$ cat config.mk
export PLATFORM = sky130hd
export DESIGN_NAME = sfp_interp
export DESIGN_NICKNAME = d
export VERILOG_FILES = /design/src/inc/sfp_pkg.sv /design/src/design/sfp_tx.sv /design/src/design/sfp_interp.sv
export VERILOG_INCLUDE_DIRS = /design/src /design/src/inc
export SDC_FILE = /design/constraint.sdc
export NUM_CORES = 2
export LEC_CHECK = 0
export CORE_MARGIN = 2
export CORE_UTILIZATION = 25
export DETAILED_ROUTE_END_ITERATION = 8
export DONT_BUFFER_PORTS = 1
export SLEW_MARGIN = 20
export SYNTH_ARGS = -nofsm -noshare
export SYNTH_HDL_FRONTEND = slang
export SYNTH_SLANG_ARGS = --single-unit
$ cat constraint.sdc
create_clock -name core_clk -period 7.15 [get_ports core_clk]
set_clock_uncertainty 0.2 [all_clocks]
set_input_delay 0.715 -clock core_clk [delete_from_list [all_inputs] [get_ports core_clk]]
set_output_delay 0.715 -clock core_clk [all_outputs]
set_load 0.01 [all_outputs]
$ cat src/inc/sfp_defines.svh
// Constants for the serial flash programming interpreter
// How it works
// Host opens with one question mark, then waits for the reply.
// Device sends the sync text and checks the host echoes it exactly.
// Host sends crystal kHz line; device answers with an OK line.
// A bad echo sends the device back to waiting for question mark.
// Erase, write, copy and go are refused until unlocked this session.
// An undefined command letter gets the unknown-command return code.
// Host sends each command as one line with space separated numbers.
// Spare CR and LF characters are dropped, never treated as commands.
// Replies are CR LF lines, return code first, payload only for reads.
// Only write commands are followed by a payload section.
// Payload is UU-encoded, four printable characters per three bytes.
// An encoded line holds at most 61 characters, so 45 bytes.
// The payload sender adds a checksum line after every 20 lines.
// Receiver answers OK on matching checksum, RESEND otherwise; block resent.
// Device sends DC3 when it cannot keep up, DC1 to resume.
// Host obeys DC3 and DC1 and may pace the device with them.
// ESC abandons the current command and waits for a new line.
// Sector n covers 4 kB starting at n times 0x1000, eight at most.
// Write, erase and go aimed at the boot block are rejected. The code checks write, go and copy; erase has only its sector range check.
// A locked request gets an error code and changes nothing.
`ifndef SFP_DEFINES_SVH
`define SFP_DEFINES_SVH
// ----------------------------------------
// Characters
// ----------------------------------------
`define SFP_CH_QM 8'h3F
`define SFP_CH_CR 8'h0D
`define SFP_CH_LF 8'h0A
`define SFP_CH_ESC 8'h1B
`define SFP_CH_SP 8'h20
`define SFP_CH_DC1 8'h11
`define SFP_CH_DC3 8'h13
`define SFP_CH_D0 8'h30
`define SFP_CH_D9 8'h39
`define SFP_UU_BIAS 8'h20
// ----------------------------------------
// Return codes, one ASCII digit each
// ----------------------------------------
`define SFP_RC_DONE 8'h30
`define SFP_RC_UNKNOWN 8'h31
`define SFP_RC_PARAM 8'h32
`define SFP_RC_LOCKED 8'h33
`define SFP_RC_PROT 8'h34
`define SFP_RC_BADCODE 8'h35
// ----------------------------------------
// Limits and addresses
// ----------------------------------------
`define SFP_UNLOCK_CODE 32'h0000_5A5A
`define SFP_BOOT_LO 32'h7FFF_E000
`define SFP_BOOT_HI 32'h7FFF_FFFF
`define SFP_SECT_LAST 32'h0000_0007
`define SFP_LINE_MAX 6'h3D
`define SFP_BYTES_MAX 6'h2D
`define SFP_BLOCK_LINES 5'h14
`define SFP_SYNC_LAST 4'hD
`endif

$ cat src/inc/sfp_pkg.sv
// Types and reply text shared by the interpreter and its transmitter
`include "sfp_defines.svh"
package sfp_pkg;
	typedef enum logic [2:0] {
		SFP_ST_WAIT = 3'h0,
		SFP_ST_ECHO = 3'h1,
		SFP_ST_FREQ = 3'h3,
		SFP_ST_CMD = 3'h2,
		SFP_ST_DATA = 3'h6,
		SFP_ST_SUM = 3'h7
	} sfp_state_t;
	typedef enum logic [1:0] {
		SFP_MSG_SYNC = 2'h0,
		SFP_MSG_OK = 2'h1,
		SFP_MSG_RESEND = 2'h2,
		SFP_MSG_RC = 2'h3
	} sfp_msg_t;
	typedef enum logic [1:0] {
		SFP_OP_NONE = 2'h0,
		SFP_OP_ERASE = 2'h1,
		SFP_OP_GO = 2'h2
	} sfp_opkind_t;
	typedef struct packed {
		sfp_opkind_t kind;
		logic [31:0] addr;
		logic [2:0] first;
		logic [2:0] last;
	} sfp_op_t;
	typedef struct packed {
		logic [31:0] addr;
		logic [7:0] data;
	} sfp_wr_t;
	// Last character index of each reply
	function automatic logic [3:0] sfp_msg_last(input sfp_msg_t m);
		unique case (m)
			SFP_MSG_SYNC: sfp_msg_last = `SFP_SYNC_LAST;
			SFP_MSG_OK: sfp_msg_last = 4'h3;
			SFP_MSG_RESEND: sfp_msg_last = 4'h7;
			SFP_MSG_RC: sfp_msg_last = 4'h2;
		endcase
	endfunction
	// Character idx of reply m, every reply ends in CR LF
	function automatic logic [7:0] sfp_msg_char(input sfp_msg_t m, input logic [3:0] idx, input logic [7:0] code);
		logic [111:0] s;
		s = "Synchronized\r\n";
		unique case (m)
			SFP_MSG_SYNC: sfp_msg_char = s[8 * (13 - idx) +: 8];
			SFP_MSG_OK: sfp_msg_char = 8'({"OK\r\n"} >> (8 * (3 - idx)));
			SFP_MSG_RESEND: sfp_msg_char = 8'({"RESEND\r\n"} >> (8 * (7 - idx)));
			SFP_MSG_RC: sfp_msg_char = 8'({code, "\r\n"} >> (8 * (2 - idx)));
		endcase
	endfunction
endpackage

$ cat src/design/sfp_tx.sv
// Reply transmitter: emits reply lines and flow control characters
`timescale 1ns/1ps
`default_nettype none
`include "sfp_defines.svh"
module sfp_tx (
	input wire logic core_clk,
	input wire logic nrst,
	input wire logic start,
	input wire sfp_pkg::sfp_msg_t msg,
	input wire logic [7:0] code,
	input wire logic flow_req,
	input wire logic [7:0] flow_chr,
	input wire logic hold,
	output logic tx_valid,
	output logic [7:0] tx_data,
	input wire logic tx_ready
);
	logic busy_q;
	sfp_pkg::sfp_msg_t msg_q;
	logic [7:0] code_q;
	logic [3:0] idx_q;
	logic pend_q;
	logic [7:0] pchr_q;
	logic valid_q;
	logic [7:0] data_q;

	// ----------------------------------------
	// Character slot selection
	// ----------------------------------------
	// Flow characters jump the queue; host DC3 stalls only reply text
	wire slot = !valid_q || tx_ready;
	wire send_flow = slot && pend_q;
	wire send_msg = slot && !pend_q && busy_q && !hold;
	wire last = idx_q == sfp_pkg::sfp_msg_last(msg_q);
	wire [7:0] msg_chr = sfp_pkg::sfp_msg_char(msg_q, idx_q, code_q);

	// Output register and reply walker
	always_ff @(posedge core_clk or negedge nrst)
	begin
		if (!nrst)
		begin
			busy_q <= 1'b0;
			msg_q <= sfp_pkg::SFP_MSG_OK;
			code_q <= 8'h00;
			idx_q <= 4'h0;
			pend_q <= 1'b0;
			pchr_q <= 8'h00;
			valid_q <= 1'b0;
			data_q <= 8'h00;
		end
		else
		begin
			if (slot)
				valid_q <= send_flow || send_msg;
			if (send_flow)
				data_q <= pchr_q;
			else if (send_msg)
				data_q <= msg_chr;
			pend_q <= flow_req || (pend_q && !send_flow); // New request wins over the send
			if (flow_req)
				pchr_q <= flow_chr;
			if (start && !busy_q)
			begin
				busy_q <= 1'b1;
				msg_q <= msg;
				code_q <= code;
				idx_q <= 4'h0;
			end
			else if (send_msg)
			begin
				idx_q <= idx_q + 4'h1;
				busy_q <= !last;
			end
		end
	end

	assign tx_valid = valid_q;
	assign tx_data = data_q;
endmodule
`default_nettype wire

$ cat src/design/sfp_interp.sv
// Serial flash programming command interpreter
`timescale 1ns/1ps
`default_nettype none
`include "sfp_defines.svh"
module sfp_interp (
	input wire logic core_clk,
	input wire logic nrst,
	input wire logic rx_valid,
	input wire logic [7:0] rx_data,
	output logic tx_valid,
	output logic [7:0] tx_data,
	input wire logic tx_ready,
	output sfp_pkg::sfp_op_t fl_op,
	output logic fl_op_valid,
	output sfp_pkg::sfp_wr_t fl_wr,
	output logic fl_wr_valid,
	input wire logic fl_wr_ready,
	output logic unlocked,
	output logic cmd_mode
);
	sfp_pkg::sfp_state_t st_q;
	logic unlocked_q, have_cmd_q, innum_q, fdig_q, paused_q, host_pause_q;
	logic [7:0] cmd_q;
	logic [1:0] pidx_q;
	logic [31:0] prm_q [0:2];
	logic [3:0] eidx_q;
	logic [31:0] rem_q, wr_addr_q, blk_addr_q, blk_rem_q, sum_q;
	logic [5:0] lchar_q, ulen_q;
	logic [17:0] quad_q;
	logic [1:0] qpos_q, hold_n_q;
	logic [23:0] hold_q;
	logic [4:0] lines_q;
	logic tx_start_q;
	sfp_pkg::sfp_msg_t tx_msg_q;
	logic [7:0] tx_code_q;
	sfp_pkg::sfp_op_t op_q;
	logic op_valid_q;

	// Address falls inside the boot block
	function automatic logic in_boot(input logic [31:0] a);
		in_boot = a >= `SFP_BOOT_LO && a <= `SFP_BOOT_HI;
	endfunction
	// Command letter is one the interpreter defines
	function automatic logic is_known(input logic [7:0] c);
		is_known = c inside {"U", "B", "A", "W", "R", "P", "C", "G", "E", "I", "J", "K", "M"};
	endfunction

	// ----------------------------------------
	// Character classes
	// ----------------------------------------
	wire is_flow = rx_data == `SFP_CH_DC1 || rx_data == `SFP_CH_DC3;
	wire ch = rx_valid && !is_flow;
	wire is_eol = rx_data == `SFP_CH_CR || rx_data == `SFP_CH_LF;
	wire is_esc = rx_data == `SFP_CH_ESC;
	wire is_sp = rx_data == `SFP_CH_SP;
	wire is_dig = rx_data >= `SFP_CH_D0 && rx_data <= `SFP_CH_D9;
	wire [31:0] acc_next = 32'(prm_q[pidx_q] * 32'd10 + {28'h000_0000, rx_data[3:0]});
	wire esc_abort = ch && is_esc && st_q inside {sfp_pkg::SFP_ST_CMD, sfp_pkg::SFP_ST_DATA, sfp_pkg::SFP_ST_SUM};

	// ----------------------------------------
	// Command decode at end of line
	// ----------------------------------------
	wire [31:0] p0 = prm_q[0];
	wire [31:0] p1 = prm_q[1];
	wire [31:0] w_end = 32'(p0 + p1 - 32'h1);
	wire exec = ch && is_eol && st_q == sfp_pkg::SFP_ST_CMD && have_cmd_q;
	wire known = is_known(cmd_q);
	wire gated = cmd_q inside {"E", "W", "G", "C"};
	wire erase_bad = p1 > `SFP_SECT_LAST || p0 > p1;
	wire [7:0] rc = !known ? `SFP_RC_UNKNOWN :
		(gated && !unlocked_q) ? `SFP_RC_LOCKED :
		cmd_q == "U" ? (p0 == `SFP_UNLOCK_CODE ? `SFP_RC_DONE : `SFP_RC_BADCODE) :
		cmd_q == "E" ? (erase_bad ? `SFP_RC_PARAM : `SFP_RC_DONE) :
		cmd_q == "W" ? ((in_boot(p0) || in_boot(w_end)) ? `SFP_RC_PROT :
			(p1 == 32'h0 ? `SFP_RC_PARAM : `SFP_RC_DONE)) :
		cmd_q inside {"G", "C"} ? (in_boot(p0) ? `SFP_RC_PROT : `SFP_RC_DONE) :
		`SFP_RC_DONE;
	wire rc_ok = rc == `SFP_RC_DONE;

	// ----------------------------------------
	// UU decode of payload characters
	// ----------------------------------------
	wire [5:0] v6 = 6'(rx_data - `SFP_UU_BIAS);
	wire [23:0] grp = {quad_q, v6};
	wire [5:0] take_l = ulen_q > 6'h3 ? 6'h3 : ulen_q;
	wire [1:0] take = rem_q < {26'h000_0000, take_l} ? rem_q[1:0] : take_l[1:0];
	wire [31:0] grp_sum = {24'h00_0000, grp[23:16]} + (take > 2'h1 ? {24'h00_0000, grp[15:8]} : 32'h0) +
		(take > 2'h2 ? {24'h00_0000, grp[7:0]} : 32'h0);
	wire line_bad = lchar_q == `SFP_LINE_MAX || (lchar_q == 6'h0 && v6 > `SFP_BYTES_MAX);
	wire block_end = rem_q == 32'h0 || lines_q == `SFP_BLOCK_LINES - 5'h1;

	// Pace the host while the flash sink holds back decoded bytes
	wire xoff = hold_n_q != 2'h0 && !fl_wr_ready && !paused_q;
	wire xon = paused_q && hold_n_q == 2'h0;

	// Interpreter state and data path
	always_ff @(posedge core_clk or negedge nrst)
	begin
		if (!nrst)
		begin
			st_q <= sfp_pkg::SFP_ST_WAIT;
			{unlocked_q, have_cmd_q, innum_q, fdig_q, paused_q, host_pause_q} <= 6'h00;
			cmd_q <= 8'h00;
			pidx_q <= 2'h0;
			for (int i = 0; i < 3; i++)
				prm_q[i] <= 32'h0000_0000;
			eidx_q <= 4'h0;
			{rem_q, wr_addr_q, blk_addr_q, blk_rem_q, sum_q} <= 160'h0;
			{lchar_q, ulen_q, quad_q, qpos_q, hold_n_q, hold_q, lines_q} <= 63'h0;
			tx_start_q <= 1'b0;
			tx_msg_q <= sfp_pkg::SFP_MSG_OK;
			tx_code_q <= 8'h00;
			op_q <= '0;
			op_valid_q <= 1'b0;
		end
		else
		begin
			tx_start_q <= 1'b0;
			op_valid_q <= 1'b0;
			if (xoff || xon)
				paused_q <= xoff;
			if (rx_valid && is_flow)
				host_pause_q <= rx_data == `SFP_CH_DC3;
			if (fl_wr_valid && fl_wr_ready)
			begin
				hold_q <= {hold_q[15:0], 8'h00};
				hold_n_q <= hold_n_q - 2'h1;
				wr_addr_q <= wr_addr_q + 32'h1;
			end
			if (esc_abort || exec)
			begin
				have_cmd_q <= 1'b0;
				pidx_q <= 2'h0;
				innum_q <= 1'b0;
				for (int i = 0; i < 3; i++)
					prm_q[i] <= 32'h0000_0000;
			end
			if (esc_abort)
			begin
				st_q <= sfp_pkg::SFP_ST_CMD;
				hold_n_q <= 2'h0;
			end
			else if (ch)
			begin
				unique case (st_q)
					sfp_pkg::SFP_ST_WAIT:
						if (rx_data == `SFP_CH_QM)
						begin
							tx_start_q <= 1'b1;
							tx_msg_q <= sfp_pkg::SFP_MSG_SYNC;
							eidx_q <= 4'h0;
							unlocked_q <= 1'b0;
							st_q <= sfp_pkg::SFP_ST_ECHO;
						end
					sfp_pkg::SFP_ST_ECHO:
						if (rx_data != sfp_pkg::sfp_msg_char(sfp_pkg::SFP_MSG_SYNC, eidx_q, 8'h00))
							st_q <= sfp_pkg::SFP_ST_WAIT;
						else if (eidx_q == `SFP_SYNC_LAST)
						begin
							tx_start_q <= 1'b1;
							tx_msg_q <= sfp_pkg::SFP_MSG_OK;
							fdig_q <= 1'b0;
							st_q <= sfp_pkg::SFP_ST_FREQ;
						end
						else
							eidx_q <= eidx_q + 4'h1;
					sfp_pkg::SFP_ST_FREQ:
						if (is_dig)
							fdig_q <= 1'b1;
						else if (is_eol && fdig_q)
						begin
							tx_start_q <= 1'b1;
							tx_msg_q <= sfp_pkg::SFP_MSG_OK;
							st_q <= sfp_pkg::SFP_ST_CMD;
						end
					sfp_pkg::SFP_ST_CMD:
						if (exec)
						begin
							tx_start_q <= 1'b1;
							tx_msg_q <= sfp_pkg::SFP_MSG_RC;
							tx_code_q <= rc;
							if (rc_ok && cmd_q == "U")
								unlocked_q <= 1'b1;
							if (rc_ok && cmd_q inside {"E", "G"})
							begin
								op_valid_q <= 1'b1;
								op_q.kind <= cmd_q == "E" ? sfp_pkg::SFP_OP_ERASE : sfp_pkg::SFP_OP_GO;
								op_q.addr <= cmd_q == "E" ? {17'h0_0000, p0[2:0], 12'h000} : p0;
								op_q.first <= p0[2:0];
								op_q.last <= p1[2:0];
							end
							if (rc_ok && cmd_q == "W")
							begin
								st_q <= sfp_pkg::SFP_ST_DATA;
								{rem_q, blk_rem_q, wr_addr_q, blk_addr_q} <= {p1, p1, p0, p0};
								{sum_q, lines_q, lchar_q, qpos_q} <= 45'h0;
							end
						end
						else if (is_sp)
						begin
							if (innum_q && pidx_q != 2'h2)
								pidx_q <= pidx_q + 2'h1;
							innum_q <= 1'b0;
						end
						else if (is_dig && have_cmd_q)
						begin
							prm_q[pidx_q] <= acc_next;
							innum_q <= 1'b1;
						end
						else if (!have_cmd_q && !is_eol)
						begin
							cmd_q <= rx_data;
							have_cmd_q <= 1'b1;
						end
					sfp_pkg::SFP_ST_DATA:
						if (is_eol)
						begin
							if (lchar_q != 6'h0)
							begin
								lchar_q <= 6'h0;
								qpos_q <= 2'h0;
								lines_q <= lines_q + 5'h1;
								if (block_end)
									st_q <= sfp_pkg::SFP_ST_SUM;
							end
						end
						else if (line_bad)
						begin
							tx_start_q <= 1'b1;
							tx_msg_q <= sfp_pkg::SFP_MSG_RC;
							tx_code_q <= `SFP_RC_PARAM;
							hold_n_q <= 2'h0;
							st_q <= sfp_pkg::SFP_ST_CMD;
						end
						else
						begin
							lchar_q <= lchar_q + 6'h1;
							if (lchar_q == 6'h0)
								ulen_q <= v6;
							else
							begin
								quad_q <= {quad_q[11:0], v6};
								qpos_q <= qpos_q + 2'h1;
								if (qpos_q == 2'h3)
								begin
									hold_q <= grp;
									hold_n_q <= take;
									ulen_q <= ulen_q - {4'h0, take};
									rem_q <= rem_q - {30'h0, take};
									sum_q <= sum_q + grp_sum;
								end
							end
						end
					sfp_pkg::SFP_ST_SUM:
						if (is_dig)
						begin
							prm_q[0] <= acc_next;
							innum_q <= 1'b1;
						end
						else if (is_eol && innum_q)
						begin
							tx_start_q <= 1'b1;
							innum_q <= 1'b0;
							prm_q[0] <= 32'h0;
							{sum_q, lines_q} <= 37'h0;
							st_q <= (p0 == sum_q && rem_q == 32'h0) ? sfp_pkg::SFP_ST_CMD : sfp_pkg::SFP_ST_DATA;
							if (p0 == sum_q)
							begin
								tx_msg_q <= sfp_pkg::SFP_MSG_OK;
								blk_addr_q <= 32'(blk_addr_q + blk_rem_q - rem_q);
								blk_rem_q <= rem_q;
							end
							else
							begin
								tx_msg_q <= sfp_pkg::SFP_MSG_RESEND;
								wr_addr_q <= blk_addr_q;
								rem_q <= blk_rem_q;
								hold_n_q <= 2'h0;
							end
						end
					default:
						st_q <= sfp_pkg::SFP_ST_WAIT;
				endcase
			end
		end
	end

	// ----------------------------------------
	// Outputs
	// ----------------------------------------
	assign fl_op = op_q;
	assign fl_op_valid = op_valid_q;
	assign fl_wr = '{addr: wr_addr_q, data: hold_q[23:16]};
	assign fl_wr_valid = hold_n_q != 2'h0;
	assign unlocked = unlocked_q;
	assign cmd_mode = st_q == sfp_pkg::SFP_ST_CMD;

	// Reply and flow character transmitter
	sfp_tx u_tx (
		.core_clk(core_clk),
		.nrst(nrst),
		.start(tx_start_q),
		.msg(tx_msg_q),
		.code(tx_code_q),
		.flow_req(xoff || xon),
		.flow_chr(xoff ? `SFP_CH_DC3 : `SFP_CH_DC1),
		.hold(host_pause_q),
		.tx_valid(tx_valid),
		.tx_data(tx_data),
		.tx_ready(tx_ready)
	);
endmodule
`default_nettype wire

==> results.cfg <==
[floorplan]
io_pins = 106
num_rows = 132
dieHeight_um = 366
die_x_um = 366
coreArea_sq_um = 130000
die_area_sq_um = 134000
start_util_pct = 25.2

[critical_path]
cp_data_required_time_ns = 7.49
path_max_fanout = 20
crit_type = reg -> reg
cp-start-kind = flop
end_kind = flop
critPathArrivalTime_ns = 6.71

[detailed_routing]
num_vias = 30500
dr.pass1.iters = 6
route.met2.wl_um = 53900
drt-total-wl_um = 123000
vias_per_cell = 5.31
wl_met3_um = 10500
m1WireLength_um = 51800
remaining_drc_errors = 0
ant_nets = 0
top_layer_used = met5
wl_per_cell_um = 21.3
drt-initial-drc-count = 3408

[layout]
areaGrowthSynthToFinish_pct = 12.5
fillCellCount = 14000
drive_gt1_share_pct = 7.37
stdcell_area_sq_um = 36900
nets = 4250

[placement]
placed_area_sq_um = 35100
place.gp.congestion = 0.955
dp_hpwl_um = 90700
portBuffers = 0

[clock_network]
clk_latency_ns = 0.62
cts_max_path_buffers = 3
cts_root_buf = clkbuf_16
cts_max_level = 2
cts_tree = done
path_clk_slew_ns = 0.07
cts.sinks = 410
cts_buffers = 46

[logic_synthesis]
synth-compound-area-share_pct = 23.0
syn_area_sq_um = 32800
seq_area_frac_synth_pct = 31.3
synth-xor-area-share_pct = 5.16
ys_warn_count = 0
synth_top_family_by_area = compound AO/OA/AOI/OAI gates
ys_seq_elements = 410
synth-simple-area-share_pct = 18.1
syn_inst = 4017
synthDistinctLibCells = 100
synth_area_per_cell_sq_um = 8.15
synthArstFlopShare_pct = 100
synthMuxAreaShare_pct = 3.88
synth-edff-count = 0
synthAdderAreaFrac_pct = 11.6
ys.flop_type = dfrtp_1

[run]
maxCapViolCount = 0

[timing]
hold_viol_final = 8
slew_viol_final = 0
tightestPinTransition_ns = 1.15
setup_tns_ns = 0
fmax_mhz = 157
setup_viol = 0
min_period_over_period_pct = 89.1
slew_headroom_pct = 23.2
period_needed_ns = 6.37
rsz0062_at_grt = no
timing.hold.ws_ns = -0.0217

[outcome]
outcome = complete, but fails checks
violations = hold timing

[grt]
grt_use_total_pct = 17.7
grt_max_degree = 411
grt-ovfl-total = 0
grt_antenna_before_repair = 3
grt_pass1_wl_um = 185000
grt_pass1_vias = 28600

[min_path]
min-delay-path-class = in -> async

[pwr]
p_leak_uw = 0.0162
power_density_nw_per_um2 = 254
ir_drop_v = 0.000180
## timing repair
item,4_1_cts,5_1_grt
hold buffers,2,2
endpoints found under the setup margin,0,3
gates resized for setup,0,1
setup buffers,0,0
endpoints found under the hold margin,410,39
## critical path, stage by stage (launching register included)
cell and delay, ns:
dfrtp_1 0.45, nor4_2 0.41, nand2b_1 0.20, nor4_1 0.25, nor2b_1 0.27, nand3_1 0.18, a211oi_1 0.21, o41ai_1 0.17
a21oi_1 0.17, buf_4 0.22, nand2_1 0.09, fa_1 0.47, fa_1 0.54, inv_1 0.07, ha_1 0.29, a21o_1 0.15
a21oi_1 0.22, o21bai_1 0.10, a21oi_1 0.23, o21bai_1 0.09, a21oi_1 0.24, nor2_1 0.08, a211oi_1 0.38, a2111oi_4 0.05
buf_4 0.23, and2_4 0.19, nor3_2 0.13
## logic make-up (layout without fill, tap and decap cells)
group | Yosys count | after routing
compound gates | 1150 | 1150
xor+xnor | 193 | 193
fa+ha+maj | 272 | 272
buf+inv | 577 | 559
flops | 410 | 410
mux | 122 | 122
other cells | 2 | 6
simple gates | 1291 | 1291
## cell usage in the layout, fill, tap and decap left out, types with 92 or more instances in the layout
cell	n
nand2_1	482
dfrtp_1	407
inv_1	346
nor2_1	341
o21ai_0	300
a21oi_1	264
ha_1	220
buf_4	112
nand3_1	104
xor2_1	101
xnor2_1	92
## metrics by stage
stage	std cells	hold WS, ns	setup WS, ns	total power, uW	utilization (%)
finish	5745	-0.0217	0.779	9350	28.4
global route	5744	0.0279	0.0594	9880	28.4
CTS	5739	-0.315	0.662	9270	28.3
detailed placement	5652	0.254	0.687	6610	27.0
global placement	5652	0.249	0.727	6610	27.0
floorplan	4020	0.219	1.22	5450	-
## area by class of cell
type | instances | area (sq um) | share of cell area, %
clock buffer | 54 | 1220 | 3.32
tap | 1742 | 2180 | 5.91
multi-input combinational | 3033 | 20300 | 55.2
inverter | 346 | 1300 | 3.52
sequential | 410 | 10300 | 27.8
clock inverter | 31 | 412 | 1.12
timing repair buffer | 128 | 1140 | 3.11
antenna | 1 | 2.50 | 0.00679
## sequential cells by signal (all words and copies together), names as in the netlist, 8 cells and up
| name | cells |
|---|---|
| blk_rem_q | 32 |
| rem_q | 32 |
| p0 | 32 |
| hold_q | 24 |
| blk_addr_q | 32 |
| cmd_q | 8 |
| prm_q | 31 |
| p1 | 32 |
| sum_q | 32 |
| quad_q | 18 |
| wr_addr_q | 32 |
| fl_op | 40 |
## synthesized netlist by cell type, drive strengths merged, types with 36 or more instances
cell type / count / area (sq um)
nand2: 482 / 1810
dfrtp: 408 / 10200
inv: 346 / 1300
nor2: 346 / 1300
o21ai: 315 / 1590
a21oi: 266 / 1340
ha: 220 / 2750
clkbuf: 181 / 692
nand3: 105 / 526
xor2: 101 / 885
xnor2: 92 / 806
mux2i: 84 / 841
nor3: 69 / 355
a31oi: 65 / 413
a21o: 55 / 414
a22o: 54 / 473
fa: 52 / 1040
a22oi: 50 / 375
buf: 50 / 298
nor4: 49 / 313
nand4: 45 / 282
a211oi: 41 / 330
mux2: 38 / 432
and3: 36 / 225
## per-layer routing
layer  GRT usage (%)  up-vias
met3            3.58      282
met4            7.69        6
met2            27.9     1358
met1            23.3    14700
li1                -    14100
met5               0        -
## final timing paths
check / start / endpoint / slack (ns) / cells after the start
setup / recovery: rem_q[26]$_DFFE_PN0P_ / sum_q[26]$_DFFE_PN0P_ / 0.78 / 26
hold / removal: nrst / p0[19]$_DFF_PN0_ / -0.02 / 1
setup reg to reg: rem_q[26]$_DFFE_PN0P_ / sum_q[26]$_DFFE_PN0P_ / 0.78 / 26
hold reg to reg: tx_code_q[4]$_DFFE_PN0P_ / tx_code_q[4]$_DFFE_PN0P_ / 0.27 / 1
max in group asynchronous: nrst / u_tx.idx_q[1]$_DFFE_PN0P_ / 5.29 / 2
min in group core_clk: rx_data[0] / hold_q[0]$_DFF_PN0_ / 0.03 / 2
## power by group
part | switching [uW] | internal [uW] | total, uW
logic | 2570 | 1380 | 3960
clock network | 1110 | 1530 | 2640
registers | 293 | 2460 | 2760
Note: power is estimated with default switching activity, not from simulation.
